[src/common/rcsr_map.vh]
// Register map, field positions and reset values of the reset-cause block.
// Included by the core file; definitions only.
`ifndef RCSR_MAP_VH
`define RCSR_MAP_VH

`define RCSR_OFS_CAUSE      12'h000
`define RCSR_OFS_IRQ_STAT   12'h004
`define RCSR_OFS_IRQ_MASK   12'h008

`define RCSR_BIT_TRAP       15
`define RCSR_BIT_ILLOP      14
`define RCSR_BIT_FLASH_REG  11
`define RCSR_BIT_CFGMIS     9
`define RCSR_BIT_CORE_REG   8
`define RCSR_BIT_EXTPIN     7
`define RCSR_BIT_RSTINS     6
`define RCSR_BIT_WDT_EN     5
`define RCSR_BIT_WATCHDOG_TIMEOUT_FLAG       4
`define RCSR_BIT_SLEEP      3
`define RCSR_BIT_IDLE       2
`define RCSR_BIT_BROWNOUT   1
`define RCSR_BIT_POR        0

`define RCSR_IMPL_MASK      16'hCBFF
`define RCSR_FLAG_MASK      16'hC2D3
`define RCSR_POR_VALUE      16'h0003

`define RCSR_HTRANS_NONSEQ  2'h2
`define RCSR_HTRANS_SEQ     2'h3
`define RCSR_HSIZE_WORD     3'h2

`endif

[src/core/rcsr_top.v]
// Reset-cause and sleep regulator control register with AHB-Lite slave.
// Assumes cause pulses are synchronous to i_clk, and that i_nrst is the
// power-on reset only; other resets arrive as cause pulses and keep state.
// Behaviour
// Trap conflict sets bit 15
// Illegal opcode or pointer sets bit 14
// Bit 11 keeps flash regulator on in sleep
// Configuration mismatch sets bit 9
// Bit 8 keeps core regulator on in sleep
// Master clear pin reset sets bit 7
// Reset instruction sets bit 6
// Bit 5 enables watchdog by software
// Watchdog expiry sets bit 4
// Software may set or clear every flag
// Software flag writes never cause reset
// Unprogrammed fuse forces watchdog on always
// Unimplemented bits read zero, ignore writes
// Power-on loads 0003, others zero
// Power-on and brown-out set their flags
// Flags persist through non power-on resets
`timescale 1ns/1ps
`include "rcsr_map.vh"

module rcsr_top (
  input  wire        i_clk,
  input  wire        i_nrst,
  input  wire        i_hsel,
  input  wire [11:0] i_haddr,
  input  wire [1:0]  i_htrans,
  input  wire        i_hwrite,
  input  wire [2:0]  i_hsize,
  input  wire [31:0] i_hwdata,
  input  wire        i_hready,
  output wire        o_hreadyout,
  output wire        o_hresp,
  output reg  [31:0] o_hrdata,
  input  wire        i_trap_conflict,
  input  wire        i_illegal_operation,
  input  wire        i_config_mismatch,
  input  wire        i_master_clear_pin,
  input  wire        i_reset_instruction,
  input  wire        i_watchdog_expired,
  input  wire        i_brownout,
  input  wire        i_power_on_event,
  input  wire        i_watchdog_fuse_enable,
  input  wire        i_in_sleep,
  input  wire        i_in_idle,
  output wire        o_watchdog_enable,
  output wire        o_flash_regulator_standby,
  output wire        o_core_regulator_standby,
  output wire        o_irq
);

  // Register map constants, fixed at the documented layout
  localparam [15:0] IMPL_MASK = `RCSR_IMPL_MASK;
  localparam [15:0] FLAG_MASK = `RCSR_FLAG_MASK;
  localparam [15:0] POR_VALUE = `RCSR_POR_VALUE;
  localparam [11:0] OFS_CAUSE = `RCSR_OFS_CAUSE;
  localparam [11:0] OFS_STAT  = `RCSR_OFS_IRQ_STAT;
  localparam [11:0] OFS_MASK  = `RCSR_OFS_IRQ_MASK;
  localparam [1:0]  TR_NSEQ   = `RCSR_HTRANS_NONSEQ;
  localparam [1:0]  TR_SEQ    = `RCSR_HTRANS_SEQ;

  // Flag and control positions
  localparam integer B_TRAP      = `RCSR_BIT_TRAP;
  localparam integer B_ILLOP     = `RCSR_BIT_ILLOP;
  localparam integer B_FLASH_REG = `RCSR_BIT_FLASH_REG;
  localparam integer B_CFGMIS    = `RCSR_BIT_CFGMIS;
  localparam integer B_CORE_REG  = `RCSR_BIT_CORE_REG;
  localparam integer B_EXTPIN    = `RCSR_BIT_EXTPIN;
  localparam integer B_RSTINS    = `RCSR_BIT_RSTINS;
  localparam integer B_WDT_EN    = `RCSR_BIT_WDT_EN;
  localparam integer B_WATCHDOG_TIMEOUT_FLAG      = `RCSR_BIT_WATCHDOG_TIMEOUT_FLAG;
  localparam integer B_SLEEP     = `RCSR_BIT_SLEEP;
  localparam integer B_IDLE      = `RCSR_BIT_IDLE;
  localparam integer B_BROWNOUT  = `RCSR_BIT_BROWNOUT;
  localparam integer B_POR       = `RCSR_BIT_POR;

  // Assembled register images, one bit per generate entry
  wire [15:0] reset_cause_control;
  wire [15:0] irq_stat;
  wire [15:0] irq_mask;
  wire [15:0] irq_pend;
  wire [15:0] next_cause;
  wire [15:0] next_stat;
  wire [15:0] next_mask;

  // Bus side
  reg         wr_pend;
  reg  [11:0] wr_addr;
  reg  [15:0] next_rdata;
  wire        sel_ok;
  wire        trans_ok;
  wire        acc;
  wire        rd_acc;
  wire        wr_acc;
  wire        rd_load;
  wire        addr_cause;
  wire        addr_stat;
  wire        addr_mask;
  wire        wr_cause;
  wire        wr_stat;
  wire        wr_mask;
  wire [15:0] wdat;

  // Hardware events and power controls
  reg  [15:0] ev_vec;
  wire        wdt_soft;
  wire        flash_keep;
  wire        core_keep;

  // Single-cycle slave: never stalls, always OKAY
  assign o_hreadyout = 1'h1;
  assign o_hresp     = 1'h0;

  // A transfer is taken only with select, ready and an active type
  assign sel_ok   = i_hsel & i_hready;
  assign trans_ok = (i_htrans == TR_NSEQ) | (i_htrans == TR_SEQ);
  assign acc      = sel_ok & trans_ok;
  assign rd_acc   = acc & ~i_hwrite;
  assign wr_acc   = acc & i_hwrite;
  // Read data loads at the edge that takes the address phase
  assign rd_load  = rd_acc;

  // Writes land in the data phase, so decode the captured address
  assign addr_cause = (wr_addr == OFS_CAUSE);
  assign addr_stat  = (wr_addr == OFS_STAT);
  assign addr_mask  = (wr_addr == OFS_MASK);

  assign wr_cause   = wr_pend & addr_cause;
  assign wr_stat    = wr_pend & addr_stat;
  assign wr_mask    = wr_pend & addr_mask;
  // Only the low half word carries register bits
  assign wdat       = i_hwdata[15:0];

  // Write strobe and address wait one cycle for hwdata
  always @(posedge i_clk or negedge i_nrst) begin
    if (!i_nrst) begin
      wr_pend <= 1'h0;
      wr_addr <= 12'h000;
    end else begin
      wr_pend <= wr_acc;
      wr_addr <= i_haddr;
    end
  end

  // Hardware cause events, one bit per flag position
  always @* begin
    ev_vec = 16'h0000;

    // trap conflict
    ev_vec[B_TRAP]     = i_trap_conflict;

    // illegal operation
    ev_vec[B_ILLOP]    = i_illegal_operation;

    // config mismatch
    ev_vec[B_CFGMIS]   = i_config_mismatch;

    // external pin reset
    ev_vec[B_EXTPIN]   = i_master_clear_pin;

    // reset instruction
    ev_vec[B_RSTINS]   = i_reset_instruction;

    // watchdog time-out
    ev_vec[B_WATCHDOG_TIMEOUT_FLAG]     = i_watchdog_expired;

    // brown-out flag
    ev_vec[B_BROWNOUT] = i_brownout;
    // power-on flag
    ev_vec[B_POR]      = i_power_on_event;

    // Sleep status uses the sticky set path like the cause flags
    ev_vec[B_SLEEP]    = i_in_sleep;
    ev_vec[B_IDLE]     = i_in_idle;
  end

  // Each bit is its own slice, so unused positions cost no flop
  genvar bit_idx;
  generate
    for (bit_idx = 0; bit_idx < 16; bit_idx = bit_idx + 1) begin : g_bit

      if (IMPL_MASK[bit_idx]) begin : g_impl
        wire hw_set;
        wire sw_load;
        wire keep_val;
        reg  cause_bit;

        assign hw_set  = ev_vec[bit_idx];
        assign sw_load = wr_cause;
        // software writes either value
        assign keep_val = sw_load ? wdat[bit_idx] : cause_bit;
        // Hardware set wins over a same-cycle software clear
        assign next_cause[bit_idx] = keep_val | hw_set;

        // power-on defaults
        always @(posedge i_clk or negedge i_nrst) begin
          if (!i_nrst) begin
            cause_bit <= POR_VALUE[bit_idx];
          end else begin
            // held until event or write
            cause_bit <= next_cause[bit_idx];
          end
        end
        assign reset_cause_control[bit_idx] = cause_bit;
      end else begin : g_unimpl
        // unimplemented bits read zero
        // No flop is built, so writes cannot reach these bits
        assign next_cause[bit_idx]          = 1'h0;
        assign reset_cause_control[bit_idx] = 1'h0;
      end

      // Status and mask exist only at cause flag positions
      if (FLAG_MASK[bit_idx]) begin : g_flag
        wire stat_set;
        wire stat_clr;
        reg  stat_bit;
        reg  mask_bit;

        assign stat_set = ev_vec[bit_idx];
        assign stat_clr = wr_stat & wdat[bit_idx];
        // Set wins over a same-cycle write-one clear
        assign next_stat[bit_idx] = stat_set | (stat_bit & ~stat_clr);
        assign next_mask[bit_idx] = wr_mask ? wdat[bit_idx] : mask_bit;

        always @(posedge i_clk or negedge i_nrst) begin
          if (!i_nrst) begin
            stat_bit <= 1'h0;
          end else begin
            stat_bit <= next_stat[bit_idx];
          end
        end

        // Mask follows the status layout
        always @(posedge i_clk or negedge i_nrst) begin
          if (!i_nrst) begin
            mask_bit <= 1'h0;
          end else begin
            mask_bit <= next_mask[bit_idx];
          end
        end

        assign irq_stat[bit_idx] = stat_bit;
        assign irq_mask[bit_idx] = mask_bit;
      end else begin : g_noflag
        // Positions that are not cause flags never interrupt
        assign next_stat[bit_idx] = 1'h0;
        assign next_mask[bit_idx] = 1'h0;
        assign irq_stat[bit_idx]  = 1'h0;
        assign irq_mask[bit_idx]  = 1'h0;
      end

    end
  endgenerate

  // Cause and status reads return next state so a read right after a write sees it; mask reads return the stored mask
  always @* begin
    case (i_haddr)
      OFS_CAUSE: begin
        next_rdata = next_cause;
      end
      OFS_STAT: begin
        next_rdata = next_stat;
      end
      OFS_MASK: begin
        next_rdata = irq_mask;
      end
      default: begin
        // Unmapped offsets read zero
        next_rdata = 16'h0000;
      end
    endcase
  end

  // Read data holds until the next read address phase
  always @(posedge i_clk or negedge i_nrst) begin
    if (!i_nrst) begin
      o_hrdata <= 32'h00000000;
    end else if (rd_load) begin
      o_hrdata <= {16'h0000, next_rdata};
    end
  end

  // Level interrupt from any unmasked sticky status bit
  assign irq_pend = irq_stat & irq_mask;
  assign o_irq    = |irq_pend;

  // software watchdog enable
  assign wdt_soft = reset_cause_control[B_WDT_EN];
  // unprogrammed fuse forces on
  assign o_watchdog_enable = i_watchdog_fuse_enable | wdt_soft;

  // Regulator keep bits only matter while the core sleeps
  assign flash_keep = reset_cause_control[B_FLASH_REG];
  assign core_keep  = reset_cause_control[B_CORE_REG];
  // flash standby unless kept
  assign o_flash_regulator_standby = i_in_sleep & ~flash_keep;
  // core standby unless kept
  assign o_core_regulator_standby  = i_in_sleep & ~core_keep;

  // flag writes only store bits
  // No reset request output exists, so a write can never reset the device
endmodule

[config.mk]
export PLATFORM = sky130hd
export DESIGN_NAME = rcsr_top
export DESIGN_NICKNAME = d
export VERILOG_FILES = /design/src/core/rcsr_top.v
export VERILOG_INCLUDE_DIRS = /design/src /design/src/common
export SDC_FILE = /design/constraint.sdc
export NUM_CORES = 1
export LEC_CHECK = 0
export ABC_CLOCK_PERIOD_IN_PS = 1800
export BUFFER_PORTS_ARGS = -buffer_cell sky130_fd_sc_hd__buf_2
export CAP_MARGIN = 40
export CORE_ASPECT_RATIO = 1.75
export CORE_MARGIN = 2
export CORE_UTILIZATION = 44
export DETAILED_ROUTE_END_ITERATION = 6
export GPL_TIMING_DRIVEN = 0
export PLACE_DENSITY = 0.76
export SLEW_MARGIN = 20
export SYNTH_ARGS = -nofsm -noshare
export SYNTH_HDL_FRONTEND = slang
export SYNTH_SLANG_ARGS = --single-unit
[constraint.sdc]
create_clock -name i_clk -period 1.8 [get_ports i_clk]
set_clock_uncertainty 0.1 [all_clocks]
set_input_delay 0.54 -clock i_clk [delete_from_list [all_inputs] [get_ports i_clk]]
set_output_delay 0.54 -clock i_clk [all_outputs]
set_load 0.005 [all_outputs]
# After elaboration in Yosys (flattened, before gate mapping)
# Index checks and enable logic that the tools add are counted.
# word_totals
input_bits	65
mem_bits_ro	0
latch_bits	0
ramBits	0
memories	0
register_bits	58
# op_classes
reduce_logical	3
eq_ne	6
n_div	0
n_mux	14
n_mul	0
n_shift	0
addsub	0
magnitude_cmp	0
bitwise_logic	57
# ops
operator	n
case mux 16 bit (3 select lines)	1
bitwise AND 1 bit	25
equality test 12 x 3 -> 1 bit (second input constant)	2
equality test 12 x 4 -> 1 bit (second input constant)	2
logical NOT 12 bit	2
OR 1 bit	20
bitwise AND 16 bit	1
OR reduction 16 bit	1
two-way mux 1 bit	13
NOT 1 bit	11
equality test 2 bit (second input constant)	2

# Logic depth before layout (Yosys ltp)
# depth
ltp_word	7
depth_mapped	6
depth_no_buf	4

# Worst setup path before layout
# No wires, ideal clock.
# synth_path
path_kind	in2reg
start	input i_haddr[9]
end	register o_hrdata[0]
slack_ps	-257
arrival_ps	1871
setup_time_ps	86
path_stages	5
cell_sequence	or4_4 -> nor4b_2 -> buf_2 -> o311ai_0 -> a32oi_1
# synth_between
elab_chain_len	2
# synth_rtl
item	line_no	rtl
start, declared	rcsr_top.v:28	input wire [11:0] i_haddr,
equality test 12 x 4 -> 1 bit, or another cell as far along	rcsr_top.v:259	case (i_haddr)
case mux 16 bit (3 select lines) (*)	rcsr_top.v:259	
end signal, assigned	rcsr_top.v:281	o_hrdata <= {16'h0000, next_rdata};
end, declared	rcsr_top.v:36	output reg [31:0] o_hrdata,
# Mark *: on every way between the ends. The rest lies on a longest branch, timed or not.
# A chain may end at the register's enable or synchronous reset.

# Worst setup path after layout
# layout_path
start	input i_haddr[9]
end	register o_hrdata[9]
# Same word-level chain as after synthesis.

==> metrics.yaml <==
status:
  status: "finished with violations"
  failed_checks: "negative setup slack"
timing:
  finalSetupViolCount: 17
  hold_viol_final: 0
  rsz0062_at_grt: "yes"
  finalSetupTns_ns: -1.82
  fin_crit_ns: 1.98
  period_share_pct: 110
  fmax_mhz: 506
  final.setup.worst_slack_ns: -0.176
  max_slew_margin_pct: 54.5
  slew_violations: 0
  tightest_slew_ns: 0.682
routing:
  finalWirelength_mm: 6.93
  ant_nets: 0
  wl_per_cell_um: 16.5
  route.detailed.drc: 0
  viasPerCell: 5.55
  first_pass_iters: 4
  vias: 2335
  drt-initial-drc-count: 48
place:
  port-buffer-count: 58
  gp_congestion: 0.769
  post-dp-hpwl_mm: 4.59
logic_synthesis:
  yosysTopAreaCell: "dfrtp_1"
  synth_seq_cells: 55
  ys_async_sr_fraction_pct: 100
  synth_warnings: 0
  yosysUniqueCellTypes: 34
  synthFlopType: "dfrtp_1"
  synth.top_cell.area_share_pct: 49.7
  synth_commonest_cells: "dfrtp_1, buf_4, nand2_1, nand2b_1, nand4_1"
  syn_avg_cell_area_um2: 11.4
  syn_inst: 234
  synth_edf_count: 0
  ys_seq_area_share_pct: 51.7
  syn_area_um2: 2670
  yosysMostFrequentCell: "dfrtp_1"
  synth.area.top_cells: "dfrtp_1, buf_4, mux2_2"
pwr:
  intPower_mw: 1.68
  pwr-share-seq_pct: 57.2
  combPwrFrac_pct: 10.3
  power_mw: 2.23
  switchingPower_uw: 552
  p_sw_share_pct: 24.7
  clkPwrFrac_pct: 32.6
  powerDensity_nw_per_um2: 613
  leakage_nw: 1.59
  ir_worst_vdd_mv: 0.521
die:
  ios: 103
  fp.dieH_um: 107
  initial_utilization_pct: 45.4
  die_x_um: 62.9
  rows: 37
  core_um2: 5880
  dieArea_um2: 6730
final_layout:
  n_antenna_cell: 0
  nets: 407
  layout-drive-gt1-share_pct: 45.2
  syn_to_final_growth_pct: 36.6
  fillCellCount: 502
critical_path:
  endpoint_kind: "flip-flop"
  cp.required_ns: 1.92
  cpLargestDelayFamily: "simple AND/OR/NAND/NOR gates"
  crit_chain: "buf_6 -> or4_4 -> nor4b_4 -> buf_6 -> o311ai_4 -> a32oi_1"
  cp.arrival_ns: 2.10
  cpPeakStageDelay_ns: 0.57
  timing_worst_setup_path_type: "in -> reg"
  cp_max_fo: 5
  cp_num_buf_inv: 2
  cpMaxStageDelayCell: "or4_4"
  crit_top_cell: "buf_6"
  start_kind: "input pin"
global_route:
  grt_pass1_vias: 2315
  grt_max_degree: 56
  grt-ovfl-total: 0
  grt_pass1_wl_mm: 11.2
  grt_antenna_before_repair: 0
  gr-usage-all-layers_pct: 21.6
clock_network:
  cts_root_buf: "clkbuf_8"
  clkLatencyLatePin_ns: 0.31
  numCtsBuffers: 5
  ctsHoldBuffers: 0
  cts_tree: "built"
  numClockSinks: 55
  htree_levels: 2
  clock_path_buffers: 2
  clkTransAtPathRegs_ns: 0.10
run:
  maxCapViolCount: 0
hold_path:
  hold_class: "in -> async"
-- worst register-to-register path: stages (launching register included) --
cell and delay [ns]:
dfrtp_1 0.41, nor4_4 0.39, and4_4 0.30, buf_6 0.12, mux2_4 0.30, a22o_1 0.19
-- state kept, by name, summed over array words and instances, names as in the netlist --
register                flops
g_bit.g_impl.cause_bit     11
wr_pend                     1
o_hrdata                   13
core_keep                   1
g_bit.g_flag.stat_bit       8
wr_addr                    12
g_bit.g_flag.mask_bit       8
flash_keep                  1
-- kinds of logic (layout without fill, tap and decap cells) --
group / after synthesis / in the layout / synth area share [%]
buf+inv: 32 / 122 / 7.69
other cells: 2 / 21 / 0.282
mux: 15 / 15 / 6.14
simple gates: 72 / 72 / 16.5
compound gates: 58 / 58 / 17.7
flops: 55 / 55 / 51.7
-- through the flow --
step	cell area, um^2	std cells	hold slack (ns)	worst slack [ns]	utilization [%]
finish	3640	421	0.155	-0.176	62.0
global route	3640	421	0.214	-0.225	62.0
CTS	3520	416	0.191	-0.188	59.8
detailed placement	3150	389	0.380	-0.744	53.6
global placement	3150	389	0.379	-0.707	53.5
floorplan	2760	253	0.144	-0.221	-
-- layer usage --
metal	vias up	GRT usage, %	part of all wire, %
met5	-	0	0
met4	0	11.1	4.0
met3	22	3.46	5.5
met2	100	40.3	55
met1	1144	22.8	35
li1	1069	-	-
-- cell type report --
| class | instances | area (um^2) | share of cell area [%] |
|---|---|---|---|
| sequential | 55 | 1380 | 37.8 |
| multi-input combinational | 166 | 1300 | 35.7 |
| timing repair buffer | 83 | 518 | 14.2 |
| buffer | 30 | 244 | 6.70 |
| tap | 78 | 97.6 | 2.68 |
| clock buffer | 6 | 82.6 | 2.27 |
| clock inverter | 2 | 16.3 | 0.446 |
| inverter | 1 | 3.75 | 0.103 |
-- what timing repair did --
item,CTS,global route
setup endpoints to repair,34,32
cloned,1,0
buffers inserted,19,5
pin swaps,14,10
hold endpoints to repair,0,0
resized for setup,27,25
-- power groups by stage --
| stage | combinational (mW) | sequential, mW | clock, mW |
|---|---|---|---|
| CTS | 0.219 | 1.28 | 0.732 |
| global placement | 0.200 | 1.29 | 0 |
| floorplan | 0.0960 | 1.29 | 0 |
| global route | 0.254 | 1.28 | 0.780 |
| finish | 0.230 | 1.28 | 0.727 |
| detailed placement | 0.204 | 1.29 | 0 |
-- layout by cell type (no fill, tap or decap), drive strengths merged, types with 9 or more instances in the layout --
cell    Yosys  final
nand2      18     18
nand2b     11     11
dfrtp      53     53
nor4       11     11
nand4      11     11
mux2       11     11
clkbuf      5      9
conb        2     21
buf        26    110
-- worst paths after layout --
check                             from           to  slack (ns)  cells after the start
min reg2reg                o_hrdata[5]  o_hrdata[5]        0.42                      1
max in group asynchronous       i_nrst  o_hrdata[7]        0.99                      1
max reg2reg                 wr_addr[5]  o_hrdata[8]       -0.11                      5
min in group i_clk          i_haddr[9]   wr_addr[9]        0.22                      1
max                         i_haddr[9]  o_hrdata[9]       -0.18                      6
min                             i_nrst      wr_pend        0.16                      1
Power figures use the tool's default switching activity.
